$ cat config.mk
export PLATFORM = sky130hd
export DESIGN_NAME = bit_branch_unit
export DESIGN_NICKNAME = d
export VERILOG_FILES = /design/src/rtl/bit_branch_pkg.sv /design/src/rtl/bit_branch_unit.sv /design/src/rtl/branch_cond.sv
export SDC_FILE = /design/constraint.sdc
export NUM_CORES = 1
export LEC_CHECK = 0
export ABC_AREA = 0
export ABC_CLOCK_PERIOD_IN_PS = 4150
export BUFFER_PORTS_ARGS = -buffer_cell sky130_fd_sc_hd__buf_2
export CORE_MARGIN = 2
export CORE_UTILIZATION = 45
export CTS_BUF_LIST = sky130_fd_sc_hd__clkbuf_4 sky130_fd_sc_hd__clkbuf_8
export DETAILED_ROUTE_END_ITERATION = 16
export PLACE_DENSITY = 0.68
export SYNTH_ARGS = -nofsm -noshare
export SYNTH_HDL_FRONTEND = slang
export SYNTH_HIERARCHICAL = 1
export SYNTH_SLANG_ARGS = --single-unit
export TNS_END_PERCENT = 1
$ cat constraint.sdc
create_clock -name core_clk_i -period 4.15 [get_ports core_clk_i]
set_input_delay 0.6225 -clock core_clk_i [delete_from_list [all_inputs] [get_ports core_clk_i]]
set_output_delay 0.6225 -clock core_clk_i [all_outputs]
set_load 0.02 [all_outputs]
$ cat src/rtl/bit_branch_pkg.sv
/*
  Shared constants and types of the branch, skip, shift and flag
  instruction unit: flag positions, cycle counts, operation codes
  and the request carrier.
  Assumes the decode stage maps each instruction onto op_e.
*/
package bit_branch_pkg;

  // ==========================================================
  // Data widths
  localparam int DATA_W = 8;
  localparam int OFFS_W = 7;
  localparam int SEL_W = 3;

  // ==========================================================
  // Flag register bit positions
  localparam int FLAG_C = 0;
  localparam int FLAG_Z = 1;
  localparam int FLAG_N = 2;
  localparam int FLAG_V = 3;
  localparam int FLAG_S = 4;
  localparam int FLAG_H = 5;
  localparam int FLAG_T = 6;
  localparam int FLAG_I = 7;

  // ==========================================================
  // Reset values and timing counts
  localparam logic [7:0] DATA_RST = 8'h00;
  localparam logic [1:0] CYC_ONE = 2'h1;
  localparam logic [1:0] CYC_TWO = 2'h2;
  localparam logic [1:0] CYC_THREE = 2'h3;
  localparam logic [1:0] SKIP_ONE_WORD = 2'h2;
  localparam logic [1:0] SKIP_TWO_WORD = 2'h3;

  // ==========================================================
  // Decoded operations
  typedef enum logic [5:0] {
    OP_NONE,
    OP_SKIP_IF_IO_BIT_ONE,
    OP_BRANCH_FLAG_BIT_ONE, OP_BRANCH_FLAG_BIT_ZERO,
    OP_BRANCH_ON_EQUAL, OP_BRANCH_ON_NOT_EQUAL,
    OP_BRANCH_CARRY_ONE, OP_BRANCH_CARRY_ZERO,
    OP_BRANCH_SAME_OR_HIGHER, OP_BRANCH_LOWER,
    OP_BRANCH_NEGATIVE, OP_BRANCH_POSITIVE,
    OP_BRANCH_SIGNED_GE, OP_BRANCH_SIGNED_LT,
    OP_BRANCH_HALFCARRY_ONE, OP_BRANCH_HALFCARRY_ZERO,
    OP_BRANCH_TRANSFER_ONE, OP_BRANCH_TRANSFER_ZERO,
    OP_BRANCH_OVERFLOW_ONE, OP_BRANCH_OVERFLOW_ZERO,
    OP_BRANCH_IRQ_ENABLED, OP_BRANCH_IRQ_DISABLED,
    OP_IO_BIT_FORCE_ONE, OP_IO_BIT_FORCE_ZERO,
    OP_LOGICAL_SHIFT_UP, OP_LOGICAL_SHIFT_DOWN,
    OP_ROTATE_UP_VIA_CARRY, OP_ROTATE_DOWN_VIA_CARRY,
    OP_ARITH_SHIFT_DOWN, OP_NIBBLE_EXCHANGE,
    OP_FLAG_BIT_FORCE_ONE, OP_FLAG_BIT_FORCE_ZERO,
    OP_CARRY_ONE, OP_CARRY_ZERO, OP_NEGATIVE_ONE, OP_NEGATIVE_ZERO,
    OP_ZERO_ONE, OP_ZERO_ZERO, OP_GLOBAL_IRQ_ENABLE, OP_GLOBAL_IRQ_DISABLE,
    OP_STORE_BIT_TO_TRANSFER, OP_LOAD_BIT_FROM_TRANSFER
  } op_e;

  // Sequencer states
  typedef enum logic {ST_IDLE, ST_HOLD} seq_e;

  // ==========================================================
  // Request from decode: op, bit or flag select, offset k
  typedef struct packed {
    op_e op;
    logic [SEL_W-1:0] bit_sel;
    logic [OFFS_W-1:0] offset;
    logic next_two_word;
  } instr_req_s;

  // Writeback set for register, I/O location and flags
  typedef struct packed {
    logic rd_we;
    logic [DATA_W-1:0] rd_wdata;
    logic io_we;
    logic [DATA_W-1:0] io_wdata;
    logic flags_we;
    logic [DATA_W-1:0] flags;
  } wb_s;

endpackage

$ cat src/rtl/bit_branch_unit.sv
/*
  Branch, skip, bit-manipulation, shift/rotate and flag set/clear
  execution unit of the 8-bit core.
  Assumes decode presents one request at a time with the operand
  register, I/O location, flag register and PC values valid in the
  same cycle, and holds req_valid_i until it sees busy_o low.
*/
// How it works
// RULE_01: Skip past next word(s) when I/O bit one
// RULE_02: Generic flag branch tests selected flag bit
// RULE_03: Equal/not-equal branch on zero flag
// RULE_04: Carry and unsigned compare branches test carry
// RULE_05: Minus/plus branches test negative flag
// RULE_06: Signed compare branches test N xor V
// RULE_07: Half-carry branches test half-carry flag
// RULE_08: Transfer-bit branches, no flag changes
// RULE_09: Overflow branches test overflow flag
// RULE_10: Interrupt-state branches test global enable
// RULE_11: Force I/O bit one or zero, 2 cycles
// RULE_12: Logical shifts fill zero, update Z C N V
// RULE_13: Rotates pass through carry, update Z C N V
// RULE_14: Arithmetic shift keeps bit 7; nibble swap
// RULE_15: Force selected or dedicated flag bit
// RULE_16: Copy register bit into transfer flag
// RULE_17: Copy transfer flag into register bit
// RULE_18: Branch 1/2 cycles, skip 1/2/3 cycles
`timescale 1ns/100ps
`default_nettype none

module bit_branch_unit
  import bit_branch_pkg::*;
#(
  parameter int PC_W = 16
) (
  // Clock and reset
  input wire logic core_clk_i,
  input wire logic nrst_i,
  // Request from decode
  input wire logic req_valid_i,
  input wire instr_req_s req_i,
  // Operand sources
  input wire logic [DATA_W-1:0] rd_data_i,
  input wire logic [DATA_W-1:0] io_data_i,
  input wire logic [DATA_W-1:0] flags_i,
  input wire logic [PC_W-1:0] pc_i,
  // Sequencing
  output logic busy_o,
  output logic done_o,
  // Program counter update
  output logic pc_load_o,
  output logic [PC_W-1:0] pc_o,
  // Writebacks
  output logic rd_we_o,
  output logic [DATA_W-1:0] rd_wdata_o,
  output logic io_we_o,
  output logic [DATA_W-1:0] io_wdata_o,
  output logic flags_we_o,
  output logic [DATA_W-1:0] flags_o
);

  // ==========================================================
  // Elaboration check
  if (PC_W < OFFS_W + 1) begin : g_bad_pc_w
    $error("PC_W too narrow for the branch offset");
  end

  // ==========================================================
  // Request acceptance
  seq_e state_q, state_d;
  logic take;
  op_e op;
  logic [SEL_W-1:0] sel;

  assign take = req_valid_i && (state_q == ST_IDLE);
  assign op = req_i.op;
  assign sel = req_i.bit_sel;

  // ==========================================================
  // Branch condition
  logic is_branch;
  logic br_taken;

  branch_cond u_cond (
    .op_i(op),
    .bit_sel_i(sel),
    .flags_i(flags_i),
    .is_branch_o(is_branch),
    .taken_o(br_taken)
  );

  // ==========================================================
  // Skip test on the I/O bit
  logic is_skip;
  logic skip_taken;

  assign is_skip = (op == OP_SKIP_IF_IO_BIT_ONE);
  assign skip_taken = is_skip && io_data_i[sel]; // see RULE_01

  // ==========================================================
  // Target program counter values
  logic [PC_W-1:0] offs_ext;
  logic [PC_W-1:0] br_target;
  logic [PC_W-1:0] skip_step;
  logic [PC_W-1:0] skip_target;

  // Sign-extended offset k, target PC + k + 1
  assign offs_ext = {{(PC_W-OFFS_W){req_i.offset[OFFS_W-1]}}, req_i.offset};
  assign br_target = pc_i + offs_ext + PC_W'(1); // see RULE_02
  // Step over a one-word or two-word next instruction
  assign skip_step = req_i.next_two_word ? PC_W'(SKIP_TWO_WORD) : PC_W'(SKIP_ONE_WORD);
  assign skip_target = pc_i + skip_step; // see RULE_01

  // ==========================================================
  // Cycle count of the request
  logic [1:0] cycles;

  assign cycles = br_taken ? CYC_TWO : // see RULE_18
                  !skip_taken ? ((op == OP_IO_BIT_FORCE_ONE || op == OP_IO_BIT_FORCE_ZERO)
                                 ? CYC_TWO : CYC_ONE) : // see RULE_11
                  req_i.next_two_word ? CYC_THREE : CYC_TWO; // see RULE_18

  // ==========================================================
  // Per-bit insert into register (from the T flag) and I/O location
  logic [DATA_W-1:0] io_set;
  logic [DATA_W-1:0] io_clr;
  logic [DATA_W-1:0] rd_ins;

  for (genvar i = 0; i < DATA_W; i++) begin : g_bit
    assign io_set[i] = (sel == SEL_W'(i)) ? 1'b1 : io_data_i[i]; // see RULE_11
    assign io_clr[i] = (sel == SEL_W'(i)) ? 1'b0 : io_data_i[i]; // see RULE_11
    assign rd_ins[i] = (sel == SEL_W'(i)) ? flags_i[FLAG_T] : rd_data_i[i]; // see RULE_17
  end

  // ==========================================================
  // Shift and rotate datapath
  logic is_shift;
  logic [DATA_W-1:0] sh_res;
  logic sh_c;
  logic [DATA_W-1:0] sh_flags;

  assign is_shift = (op == OP_LOGICAL_SHIFT_UP) || (op == OP_LOGICAL_SHIFT_DOWN) ||
                    (op == OP_ROTATE_UP_VIA_CARRY) || (op == OP_ROTATE_DOWN_VIA_CARRY) ||
                    (op == OP_ARITH_SHIFT_DOWN);

  // Result byte per shift kind
  assign sh_res =
    (op == OP_LOGICAL_SHIFT_UP) ? {rd_data_i[6:0], 1'b0} : // see RULE_12
    (op == OP_LOGICAL_SHIFT_DOWN) ? {1'b0, rd_data_i[7:1]} : // see RULE_12
    (op == OP_ROTATE_UP_VIA_CARRY) ? {rd_data_i[6:0], flags_i[FLAG_C]} : // see RULE_13
    (op == OP_ROTATE_DOWN_VIA_CARRY) ? {flags_i[FLAG_C], rd_data_i[7:1]} : // see RULE_13
    {rd_data_i[7], rd_data_i[7:1]}; // see RULE_14

  // Bit shifted out becomes carry
  assign sh_c = (op == OP_LOGICAL_SHIFT_UP || op == OP_ROTATE_UP_VIA_CARRY)
                ? rd_data_i[7] : rd_data_i[0]; // see RULE_13

  // Z, C, N, V updated; V is N xor C after the shift
  always_comb begin
    sh_flags = flags_i;
    sh_flags[FLAG_Z] = (sh_res == DATA_RST); // see RULE_12
    sh_flags[FLAG_C] = sh_c;
    sh_flags[FLAG_N] = sh_res[7];
    sh_flags[FLAG_V] = sh_res[7] ^ sh_c;
  end

  // ==========================================================
  // Flag force: selected bit or a dedicated flag
  logic is_fset;
  logic is_fclr;
  logic [SEL_W-1:0] fidx;
  logic [DATA_W-1:0] fmask;
  logic [DATA_W-1:0] force_flags;
  logic [DATA_W-1:0] tstore_flags;

  assign is_fset = (op == OP_FLAG_BIT_FORCE_ONE) || (op == OP_CARRY_ONE) ||
                   (op == OP_NEGATIVE_ONE) || (op == OP_ZERO_ONE) ||
                   (op == OP_GLOBAL_IRQ_ENABLE);
  assign is_fclr = (op == OP_FLAG_BIT_FORCE_ZERO) || (op == OP_CARRY_ZERO) ||
                   (op == OP_NEGATIVE_ZERO) || (op == OP_ZERO_ZERO) ||
                   (op == OP_GLOBAL_IRQ_DISABLE);
  assign fidx =
    (op == OP_CARRY_ONE || op == OP_CARRY_ZERO) ? SEL_W'(FLAG_C) : // see RULE_15
    (op == OP_NEGATIVE_ONE || op == OP_NEGATIVE_ZERO) ? SEL_W'(FLAG_N) :
    (op == OP_ZERO_ONE || op == OP_ZERO_ZERO) ? SEL_W'(FLAG_Z) :
    (op == OP_GLOBAL_IRQ_ENABLE || op == OP_GLOBAL_IRQ_DISABLE) ? SEL_W'(FLAG_I) :
    sel;
  assign fmask = DATA_W'(1) << fidx;
  assign force_flags = is_fset ? (flags_i | fmask) : (flags_i & ~fmask); // see RULE_15

  // Transfer bit takes the selected register bit
  always_comb begin
    tstore_flags = flags_i;
    tstore_flags[FLAG_T] = rd_data_i[sel]; // see RULE_16
  end

  // ==========================================================
  // Writeback set of the request
  wb_s wb;

  always_comb begin
    wb = '0;
    if (is_shift) begin
      wb.rd_we = 1'b1; // see RULE_12
      wb.rd_wdata = sh_res;
      wb.flags_we = 1'b1;
      wb.flags = sh_flags;
    end else if (op == OP_NIBBLE_EXCHANGE) begin
      wb.rd_we = 1'b1; // see RULE_14
      wb.rd_wdata = {rd_data_i[3:0], rd_data_i[7:4]};
    end else if (op == OP_IO_BIT_FORCE_ONE || op == OP_IO_BIT_FORCE_ZERO) begin
      wb.io_we = 1'b1; // see RULE_11
      wb.io_wdata = (op == OP_IO_BIT_FORCE_ONE) ? io_set : io_clr;
    end else if (is_fset || is_fclr) begin
      wb.flags_we = 1'b1; // see RULE_15
      wb.flags = force_flags;
    end else if (op == OP_STORE_BIT_TO_TRANSFER) begin
      wb.flags_we = 1'b1; // see RULE_16
      wb.flags = tstore_flags;
    end else if (op == OP_LOAD_BIT_FROM_TRANSFER) begin
      wb.rd_we = 1'b1; // see RULE_17
      wb.rd_wdata = rd_ins;
    end
  end

  // ==========================================================
  // Held results of a multi-cycle request
  wb_s hold_q;
  logic hold_pc_load_q;
  logic [PC_W-1:0] hold_pc_q;
  logic [1:0] left_q;
  logic pc_load_now;
  logic [PC_W-1:0] pc_now;
  logic fire;
  logic multi;

  // Branches and skips touch no flag: only the PC changes
  assign pc_load_now = br_taken || skip_taken; // see RULE_08
  assign pc_now = skip_taken ? skip_target : br_target; // see RULE_03
  assign multi = take && (cycles != CYC_ONE);
  assign fire = (take && !multi) || (state_q == ST_HOLD && left_q == CYC_ONE);

  // Sequencer next state
  always_comb begin
    state_d = state_q;
    unique case (state_q)
      ST_IDLE: if (multi) state_d = ST_HOLD; // see RULE_18
      ST_HOLD: if (left_q == CYC_ONE) state_d = ST_IDLE;
    endcase
  end

  // Sequencer state and remaining cycles
  always_ff @(posedge core_clk_i) begin
    if (!nrst_i) begin
      state_q <= ST_IDLE;
      left_q <= 2'h0;
    end else begin
      state_q <= state_d;
      left_q <= take ? cycles - CYC_ONE : left_q - (left_q != 2'h0 ? CYC_ONE : 2'h0);
    end
  end

  // Capture results at acceptance
  always_ff @(posedge core_clk_i) begin
    if (!nrst_i) begin
      hold_q <= '0;
      hold_pc_load_q <= 1'b0;
      hold_pc_q <= '0;
    end else if (take) begin
      hold_q <= wb;
      hold_pc_load_q <= pc_load_now;
      hold_pc_q <= pc_now;
    end
  end

  // ==========================================================
  // Registered outputs, pulsed in the final cycle
  wb_s out_src;
  logic out_pc_load;
  logic [PC_W-1:0] out_pc;

  assign out_src = (state_q == ST_HOLD) ? hold_q : wb;
  assign out_pc_load = (state_q == ST_HOLD) ? hold_pc_load_q : pc_load_now;
  assign out_pc = (state_q == ST_HOLD) ? hold_pc_q : pc_now;

  // Busy while extra cycles run
  always_ff @(posedge core_clk_i) begin
    if (!nrst_i) begin
      busy_o <= 1'b0;
      done_o <= 1'b0;
    end else begin
      busy_o <= (state_d == ST_HOLD);
      done_o <= fire;
    end
  end

  // Writeback strobes and data
  always_ff @(posedge core_clk_i) begin
    if (!nrst_i) begin
      pc_load_o <= 1'b0;
      pc_o <= '0;
      rd_we_o <= 1'b0;
      rd_wdata_o <= DATA_RST;
      io_we_o <= 1'b0;
      io_wdata_o <= DATA_RST;
      flags_we_o <= 1'b0;
      flags_o <= DATA_RST;
    end else begin
      pc_load_o <= fire && out_pc_load;
      pc_o <= out_pc;
      rd_we_o <= fire && out_src.rd_we;
      rd_wdata_o <= out_src.rd_wdata;
      io_we_o <= fire && out_src.io_we;
      io_wdata_o <= out_src.io_wdata;
      flags_we_o <= fire && out_src.flags_we;
      flags_o <= out_src.flags;
    end
  end

endmodule

`default_nettype wire

$ cat src/rtl/branch_cond.sv
/*
  Branch condition evaluator: picks the flag an operation tests and
  the polarity that makes the branch taken.
  Assumes flags_i is the live flag register of the core.
*/
`timescale 1ns/100ps
`default_nettype none

module branch_cond
  import bit_branch_pkg::*;
(
  // Operation
  input wire op_e op_i,
  input wire logic [SEL_W-1:0] bit_sel_i,
  // Flag register
  input wire logic [DATA_W-1:0] flags_i,
  // Result
  output logic is_branch_o,
  output logic taken_o
);

  // ==========================================================
  // Tested bit and polarity per operation
  logic tested;
  logic want_one;

  always_comb begin
    tested = 1'b0;
    want_one = 1'b1;
    is_branch_o = 1'b1;
    unique case (op_i)
      OP_BRANCH_FLAG_BIT_ONE: tested = flags_i[bit_sel_i]; // see RULE_02
      OP_BRANCH_FLAG_BIT_ZERO: begin
        tested = flags_i[bit_sel_i]; // see RULE_02
        want_one = 1'b0;
      end
      OP_BRANCH_ON_EQUAL: tested = flags_i[FLAG_Z]; // see RULE_03
      OP_BRANCH_ON_NOT_EQUAL: begin
        tested = flags_i[FLAG_Z]; // see RULE_03
        want_one = 1'b0;
      end
      OP_BRANCH_CARRY_ONE, OP_BRANCH_LOWER: tested = flags_i[FLAG_C]; // see RULE_04
      OP_BRANCH_CARRY_ZERO, OP_BRANCH_SAME_OR_HIGHER: begin
        tested = flags_i[FLAG_C]; // see RULE_04
        want_one = 1'b0;
      end
      OP_BRANCH_NEGATIVE: tested = flags_i[FLAG_N]; // see RULE_05
      OP_BRANCH_POSITIVE: begin
        tested = flags_i[FLAG_N]; // see RULE_05
        want_one = 1'b0;
      end
      OP_BRANCH_SIGNED_LT: tested = flags_i[FLAG_N] ^ flags_i[FLAG_V]; // see RULE_06
      OP_BRANCH_SIGNED_GE: begin
        tested = flags_i[FLAG_N] ^ flags_i[FLAG_V]; // see RULE_06
        want_one = 1'b0;
      end
      OP_BRANCH_HALFCARRY_ONE: tested = flags_i[FLAG_H]; // see RULE_07
      OP_BRANCH_HALFCARRY_ZERO: begin
        tested = flags_i[FLAG_H]; // see RULE_07
        want_one = 1'b0;
      end
      OP_BRANCH_TRANSFER_ONE: tested = flags_i[FLAG_T]; // see RULE_08
      OP_BRANCH_TRANSFER_ZERO: begin
        tested = flags_i[FLAG_T]; // see RULE_08
        want_one = 1'b0;
      end
      OP_BRANCH_OVERFLOW_ONE: tested = flags_i[FLAG_V]; // see RULE_09
      OP_BRANCH_OVERFLOW_ZERO: begin
        tested = flags_i[FLAG_V]; // see RULE_09
        want_one = 1'b0;
      end
      OP_BRANCH_IRQ_ENABLED: tested = flags_i[FLAG_I]; // see RULE_10
      OP_BRANCH_IRQ_DISABLED: begin
        tested = flags_i[FLAG_I]; // see RULE_10
        want_one = 1'b0;
      end
      default: is_branch_o = 1'b0;
    endcase
  end

  // Taken when the tested bit matches the wanted level
  assign taken_o = is_branch_o && (tested == want_one);

endmodule

`default_nettype wire

==> results of run 1 <==
## metrics by stage
step,total power (µW),setup WS (ps),area (µm²),std cells
6_report,2261,1131,6611,990
4_1_cts,2277,1194,6611,990
5_1_grt,2389,969.4,6611,990
3_5_place_dp,1575,775.2,6385,974
3_3_place_gp,1561,917.7,6385,974
2_1_floorplan,1399,1217,5799,742
## worst paths after layout
path | startpoint | to
hold / removal | hold_pc_q[3]$_SDFFE_PN0P_ | hold_pc_q[3]$_SDFFE_PN0P_
setup reg to reg | busy_o$_SDFF_PN0_ | hold_q[21]$_SDFFE_PN0P_
setup / recovery | pc_i[0] | hold_pc_q[14]$_SDFFE_PN0P_
hold reg to reg | hold_pc_q[3]$_SDFFE_PN0P_ | hold_pc_q[3]$_SDFFE_PN0P_
## where the power goes
part	total (µW)	internal, µW	leakage, µW	switching [µW]
Clock	702	349	0.000117	353
Sequential	980	953	0.000755	27.1
Combinational	578	222	0.00217	356
Total	2260	1520	0.00305	737
## state kept, by name, summed over array words and instances (netlist names)
name and cells:
flags_we_o 1, rd_wdata_o 8, busy_o 1, rd_we_o 1
left_q 2, done_o 1, hold_q 27, io_we_o 1
pc_o 16, io_wdata_o 8, hold_pc_q 16, pc_load_o 1
hold_pc_load_q 1, flags_o 8
## metal layers
metal / up-vias / track usage (%) / part of all wire (%)
met3: 22 / 4.845 / 5.9
li1: 2757 / - / -
met5: - / 0 / 0
met4: 0 / 7.003 / 1.6
met1: 2607 / 29.24 / 45
met2: 192 / 36.18 / 47
## layout by cell type (no fill, tap or decap), types with 7 or more instances in the layout
| cell | count |
|---|---|
| nor3_1 | 11 |
| buf_2 | 105 |
| nand2b_1 | 10 |
| inv_1 | 14 |
| a221oi_1 | 8 |
| xor2_1 | 9 |
| xnor2_1 | 17 |
| nor2_1 | 54 |
| nand3b_1 | 8 |
| a211oi_1 | 7 |
| o21ai_0 | 73 |
| nand3_1 | 12 |
| mux2i_1 | 17 |
| and2_1 | 35 |
| a21oi_1 | 45 |
| nor2b_1 | 14 |
| clkbuf_8 | 9 |
| a21boi_0 | 11 |
| nand2_1 | 122 |
| o211a_1 | 28 |
| dfxtp_1 | 91 |
| ha_1 | 18 |
## final cells by class
cell class,count,area [µm²]
clock buffer,9,123.9
clock inverter,7,102.6
fill,1233,6008
inverter,15,56.30
multi-input combinational,584,3700
sequential,92,1843
tap,172,215.2
timing repair buffer,111,570.5
## worst max-delay path: cells and delay by family
family                     cells  cell delay, ps
and+or+nand+nor                1              80
adders and majority gates      2             580
buffers and inverters          3             230
xor gates and xnor gates       1             210
AOI/OAI and AO/OA              7            1580
==> qor_table.md, run 1 <==
| Group | Item | Reported |
|---|---|---|
| sta | Final Setup Violations | 0 |
| worst setup path | Delay of the slowest cell on the worst path | 410 ps |
| hold path | Hold Path Stages | 2 |
| finish | Proportion of layout cells with a drive suffix above 1 | 18.22% |
| clock tree | CTS max path bufs | 2 |
| power | Peak ir drop on the vdd network | 0.2616 mV |
| place | Post-DP HPWL | 11100 µm |
| global routing | Largest net degree at the start of global routing | 74 |
| clock tree | Cell chosen for the clock root | clkbuf_8 |
| worst setup path | Worst Path Class, Setup | primary input to flip-flop |
| place | Routability congestion estimate | 0.8997 |
| sta | Pins over their slew limit | 0 |
| clock tree | Latest clock arrival within the worst-skew pair | 390 ps |
| sta | Unrepaired setup endpoints after global routing | false |
| sta | Worst relative slew slack | 35.57% |
| sta | Least-Margin Pin Slew | 966.5 ps |
| clock tree | Number of buffers inserted for hold repair after clock tree synthesis | 0 |
| run | Number of max-capacitance violations reported | 0 |
| worst setup path | Critical Path Slowest Stage Cell | fa_1 |
| detailed routing | Overall routed net length | 15210 µm |
| finish | Utilization after layout | 52.39% |
| detailed routing | Number of optimization iterations in the first detailed-route pass | 5 |
| floorplanning | Total core area | 0.01262 mm² |
| detailed routing | Wire length per cell after detailed routing | 15.36 µm |
| clock tree | Post-CTS clock slew at the launch and capture registers of the worst setup and hold paths | 100 ps |
| clock tree | Resized Gates After CTS | 0 |
| floorplanning | Initial core utilization | 45.95% |
| worst setup path | Type of origin of the critical path | primary input |
| clock tree | Buffers inserted by post-CTS timing repair | 0 |
| power | Pleak | 0.003045 µW |
| detailed routing | DR DRC count | 0 |
| power | Pwr/cell area | 342.0 mW/mm² |
| detailed routing | Via density per instance | 5.634 |
| worst setup path | Worst path cell trace | buf_2, inv_1, ha_1, inv_1, fa_1, a21o_1, a21oi_1, nor2_1, a41o_1, o41ai_2, o21ai_0, xnor2_1, o211ai_1, o211a_1 |
| detailed routing | 1st-iter DRT viols | 363 |
| worst setup path | Required time at the endpoint of the critical path | 4430 ps |
| worst setup path | Depth of the worst register-to-register path | 5 |
| finish | Final layout net count | 892 |
| hold path | Kind of path behind the tightest hold check | flip-flop to flip-flop |
| yosys | Netlist area before placement | 0.005799 mm² |
| sta | Final count of hold timing violations | 0 |
| floorplanning | Die span in y | 117.5 µm |
| finish | Antenna diode instance count | 0 |
| yosys | Mean cell area of the mapped netlist | 7.816 µm² |
| global routing | Number of global-route vias before repair | 5234 |
| global routing | Antenna violations before repair | 0 |
| yosys | Yosys Warn Count | 6 |
| floorplanning | Area enclosed by the die boundary | 0.01381 mm² |
| status | Result of the run | complete, no violations |
| sta | Smallest hold slack | 472.7 ps |
| sta | Fmax | 0.3313 GHz |
| worst setup path | Crit path DAT | 3300 ps |
| sta | Post-route clock period utilization | 72.74% |
| global routing | Total overflow reported by the global router | 0 |
| clock tree | Number of levels the H-tree was split into | 3 |
| global routing | Overall global routing resource usage | 22.15% |
| clock tree | TritonCTS Sinks | 92 |
| sta | Post-route clock skew | 16.51 ps |
| floorplanning | Number of top-level pins | 106 |
| worst setup path | Top cell by count, worst path | inv_1 |
| finish | Syn-to-layout area delta | 14.00% |
| yosys | Syn nets | 821 |
| sta | Total Negative Setup Slacks | 0 ps |
| global routing | Global-route wire length before repair | 25190 µm |
| yosys | Post-Syn Instances | 742 |
| clock tree | Inserted Clock Buffers | 9 |
| clock tree | TritonCTS clock tree | yes |
| detailed routing | Number of antenna-violating nets in the routed design | 0 |
| floorplanning | Number of standard-cell rows in the floorplan | 41 |
| worst setup path | Maximum fanout encountered on the critical timing path | 3 |
| place | Number of port buffers | 105 |
| floorplanning | Die span in x | 117.5 µm |
| sta | Clock period minus worst slack | 3019 ps |
| worst setup path | Critical path endpoint category | flip-flop |
| detailed routing | Vias | 5578 |
| worst setup path | Reg-to-reg slack, setup | 2080 ps |
(Power assumes the default switching activity.)
==> run 2, diff against run 1 <==
- ABC_CLOCK_PERIOD_IN_PS: 4150 -> 2500
- PLACE_DENSITY: 0.68 -> 0.7
- clock period: 4.15 -> 2.5 ns (I/O delays scaled with it)
==> qor_table.md, run 2 (same netlist as run 1, synthesis figures left out) <==
| Group | Item | Reported | Change |
|---|---|---|---|
| detailed routing | Number of antenna-violating nets in the routed design | 0 | unchanged |
| worst setup path | End of the critical path | hold_pc_q[14]$_SDFFE_PN0P_ |  |
| status | Result of the run | complete, no violations |  |
| worst setup path | Startpoint of the most critical register-to-register path | busy_o$_SDFF_PN0_ |  |
| global routing | Overall global routing resource usage | 22.03% | -0.12 points |
| clock tree | TritonCTS Sinks | 92 | unchanged |
| sta | Worst relative slew slack | 57.06% | +21 points |
| finish | Proportion of layout cells with a drive suffix above 1 | 26.42% | +8.2 points |
| place | Post-DP HPWL | 11480 µm | +3.4% |
| finish | Register with the highest flop count | hold_q |  |
| finish | Final layout net count | 975 | +9.3% |
| detailed routing | Overall routed net length | 15100 µm | -0.72% |
| hold path | Kind of path behind the tightest hold check | primary input to flip-flop |  |
| place | Routability congestion estimate | 0.9152 | +1.7% |
| clock tree | Cell chosen for the clock root | clkbuf_8 |  |
| floorplanning | Area enclosed by the die boundary | 0.01381 mm² | unchanged |
| sta | Pins over their slew limit | 0 | unchanged |
| floorplanning | Die span in x | 117.5 µm | unchanged |
| clock tree | Post-CTS clock slew at the launch and capture registers of the worst setup and hold paths | 90 ps | about the same |
| place | Minimum setup slack after placement | -240.9 ps | -1016 ps |
| worst setup path | Reg-to-reg slack, setup | 1010 ps | -1070 ps |
| clock tree | Number of levels the H-tree was split into | 3 | unchanged |
| clock tree | TritonCTS clock tree | yes |  |
| detailed routing | Via density per instance | 5.375 | -4.6% |
| worst setup path | Top cell by count, worst path | inv_1 |  |
| detailed routing | 1st-iter DRT viols | 356 | -1.9% |
| finish | Antenna diode instance count | 0 | unchanged |
| worst setup path | Count of buffering cells on the critical path with inverters included | 3 | unchanged |
| power | Peak ir drop on the vdd network | 0.3686 mV | +41% |
| global routing | Antenna violations before repair | 0 | unchanged |
| worst setup path | R2r endpoint | hold_pc_q[8]$_SDFFE_PN0P_ |  |
| sta | Final count of hold timing violations | 0 | unchanged |
| sta | Clock period minus worst slack | 2299 ps |  |
| detailed routing | Wire length per cell after detailed routing | 14.07 µm | -8.4% |
| sta | Smallest hold slack | 323.1 ps | -149.7 ps |
| sta | Final Setup Violations | 0 | unchanged |
| finish | Number of flip-flops in the largest register | 27 | unchanged |
| global routing | Global-route wire length before repair | 25120 µm | -0.25% |
| power | Pleak | 0.003434 µW | +13% |
| finish | Registers with the highest flip-flop counts | hold_q x27, hold_pc_q x16, pc_o x16 |  |
| worst setup path | Type of origin of the critical path | primary input |  |
| worst setup path | Crit path DAT | 2580 ps | -720 ps |
| finish | Commonest non-fill, non-tap cell in the layout | nand2_1 |  |
| worst setup path | Worst path cell trace | buf_2, inv_1, ha_1, inv_1, fa_2, a21o_1, a21oi_2, nor2_1, a41o_1, o41ai_4, o21ai_1, xnor2_1, o211ai_1, o211a_1 |  |
| clock tree | Number of buffers inserted for hold repair after clock tree synthesis | 0 | unchanged |
| power | Pwr/cell area | 510.7 mW/mm² | +49% |
| sta | Fin worst setup slack | 200.6 ps | -930.9 ps |
| detailed routing | DR DRC count | 0 | unchanged |
| global routing | Largest net degree at the start of global routing | 43 | -42% |
| detailed routing | Vias | 5767 | +3.4% |
| floorplanning | Total core area | 0.01262 mm² | unchanged |
| clock tree | Buffers inserted by post-CTS timing repair | 0 | unchanged |
| clock tree | Inserted Clock Buffers | 9 | unchanged |
| global routing | Number of global-route vias before repair | 5268 | +0.65% |
| worst setup path | Depth of the worst register-to-register path | 6 | +1 |
| floorplanning | Initial core utilization | 45.95% | unchanged |
| sta | Post-route clock period utilization | 91.98% |  |
| worst setup path | Critical Path Slowest Stage Cell | fa_2 |  |
| worst setup path | Maximum fanout encountered on the critical timing path | 2 | -1 |
| worst setup path | Worst Path Class, Setup | primary input to flip-flop |  |
| finish | Final cell count without fillers | 1073 | +8.4% |
| sta | Fmax | 0.4349 GHz |  |
| clock tree | CTS max path bufs | 2 | unchanged |
| clock tree | Latest clock arrival within the worst-skew pair | 380 ps | about the same |
| worst setup path | Required time at the endpoint of the critical path | 2780 ps | -1650 ps |
| finish | Syn-to-layout area delta | 24.81% |  |
| worst setup path | Delay of the slowest cell on the worst path | 340 ps | -70 ps |
| worst setup path | Critical path endpoint category | flip-flop |  |
| hold path | Hold path startpoint | pc_i[15] |  |
| power | Post-route total power | 3697 µW | +64% |
| worst setup path | Instance count on the critical path | 14 | unchanged |
| global routing | Total overflow reported by the global router | 0 | unchanged |
| floorplanning | Die span in y | 117.5 µm | unchanged |
| place | Number of port buffers | 105 | unchanged |
| worst setup path | Category of cells accounting for the largest share of critical-path delay | compound AO/OA/AOI/OAI gates |  |
| floorplanning | Number of top-level pins | 106 | unchanged |
| finish | Most used cells in the layout excluding fill and tap cells | 122 x nand2_1, 105 x buf_2, 91 x dfxtp_1 |  |
| place | Placed insts | 1057 | +8.5% |
| floorplanning | Number of standard-cell rows in the floorplan | 41 | unchanged |
| sta | Least-Margin Pin Slew | 639.2 ps | -327.3 ps |
| worst setup path | First element of the critical path | req_i[1] |  |
| sta | Post-route clock skew | 11.00 ps | -5.515 ps |
| detailed routing | Number of optimization iterations in the first detailed-route pass | 5 | unchanged |
| run | Number of max-capacitance violations reported | 0 | unchanged |
[run 2: worst min-delay path by stage]
stage,slack [ps],endpoint,cells past startpoint
final,320,hold_pc_q[15]$_SDFFE_PN0P_,3
after global routing,330,pc_o[15]$_SDFF_PN0_,3
after CTS,300,hold_pc_q[15]$_SDFFE_PN0P_,3
after detailed placement,450,hold_pc_q[7]$_SDFFE_PN0P_,2
after global placement,450,hold_pc_q[7]$_SDFFE_PN0P_,2
after floorplan,440,hold_pc_q[7]$_SDFFE_PN0P_,2
[run 2: repair_timing]
item                                    in CTS  in global routing
resized for setup                            0                  6
endpoints found under the hold margin        0                  0
endpoints found under the setup margin       0                 10
[run 2: area by class of cell]
cell class              count  area, µm²
clock buffers              11      151.4
repair buffers            194       1194
well taps                 172      215.2
inverters                  15      56.30
fillers                  1199       5381
multi-input cells         584       3737
clock inverters             5      41.29
flip-flops and latches     92       1843
[run 2: report_power, final]
group / switching, µW / internal [µW]
sequential: 51.0 / 1580
combinational: 605 / 471
clock: 558 / 428
[run 2: worst min-delay path, cell delays in order]
cell and delay (ps):
buf_2 130, nand4_1 80, o221ai_1 80
[run 2: through the flow]
stage / utilization [%] / setup TNS (ps) / instance area [µm²]
after floorplan: - / 0 / 5806
after global placement: 55.58 / -2114 / 7014
after detailed placement: 55.58 / -2558 / 7014
after CTS: 57.11 / 0 / 7207
after global routing: 57.36 / -7.051 / 7238
final: 57.36 / 0 / 7238
[run 2: metal layers]
layer	track usage, %	routed length [µm]	vias up
li1	-	-	2928
met1	30.10	7198	2647
met2	34.43	6727	163
met3	3.876	780	29
met4	9.111	388	0
met5	0	0	-
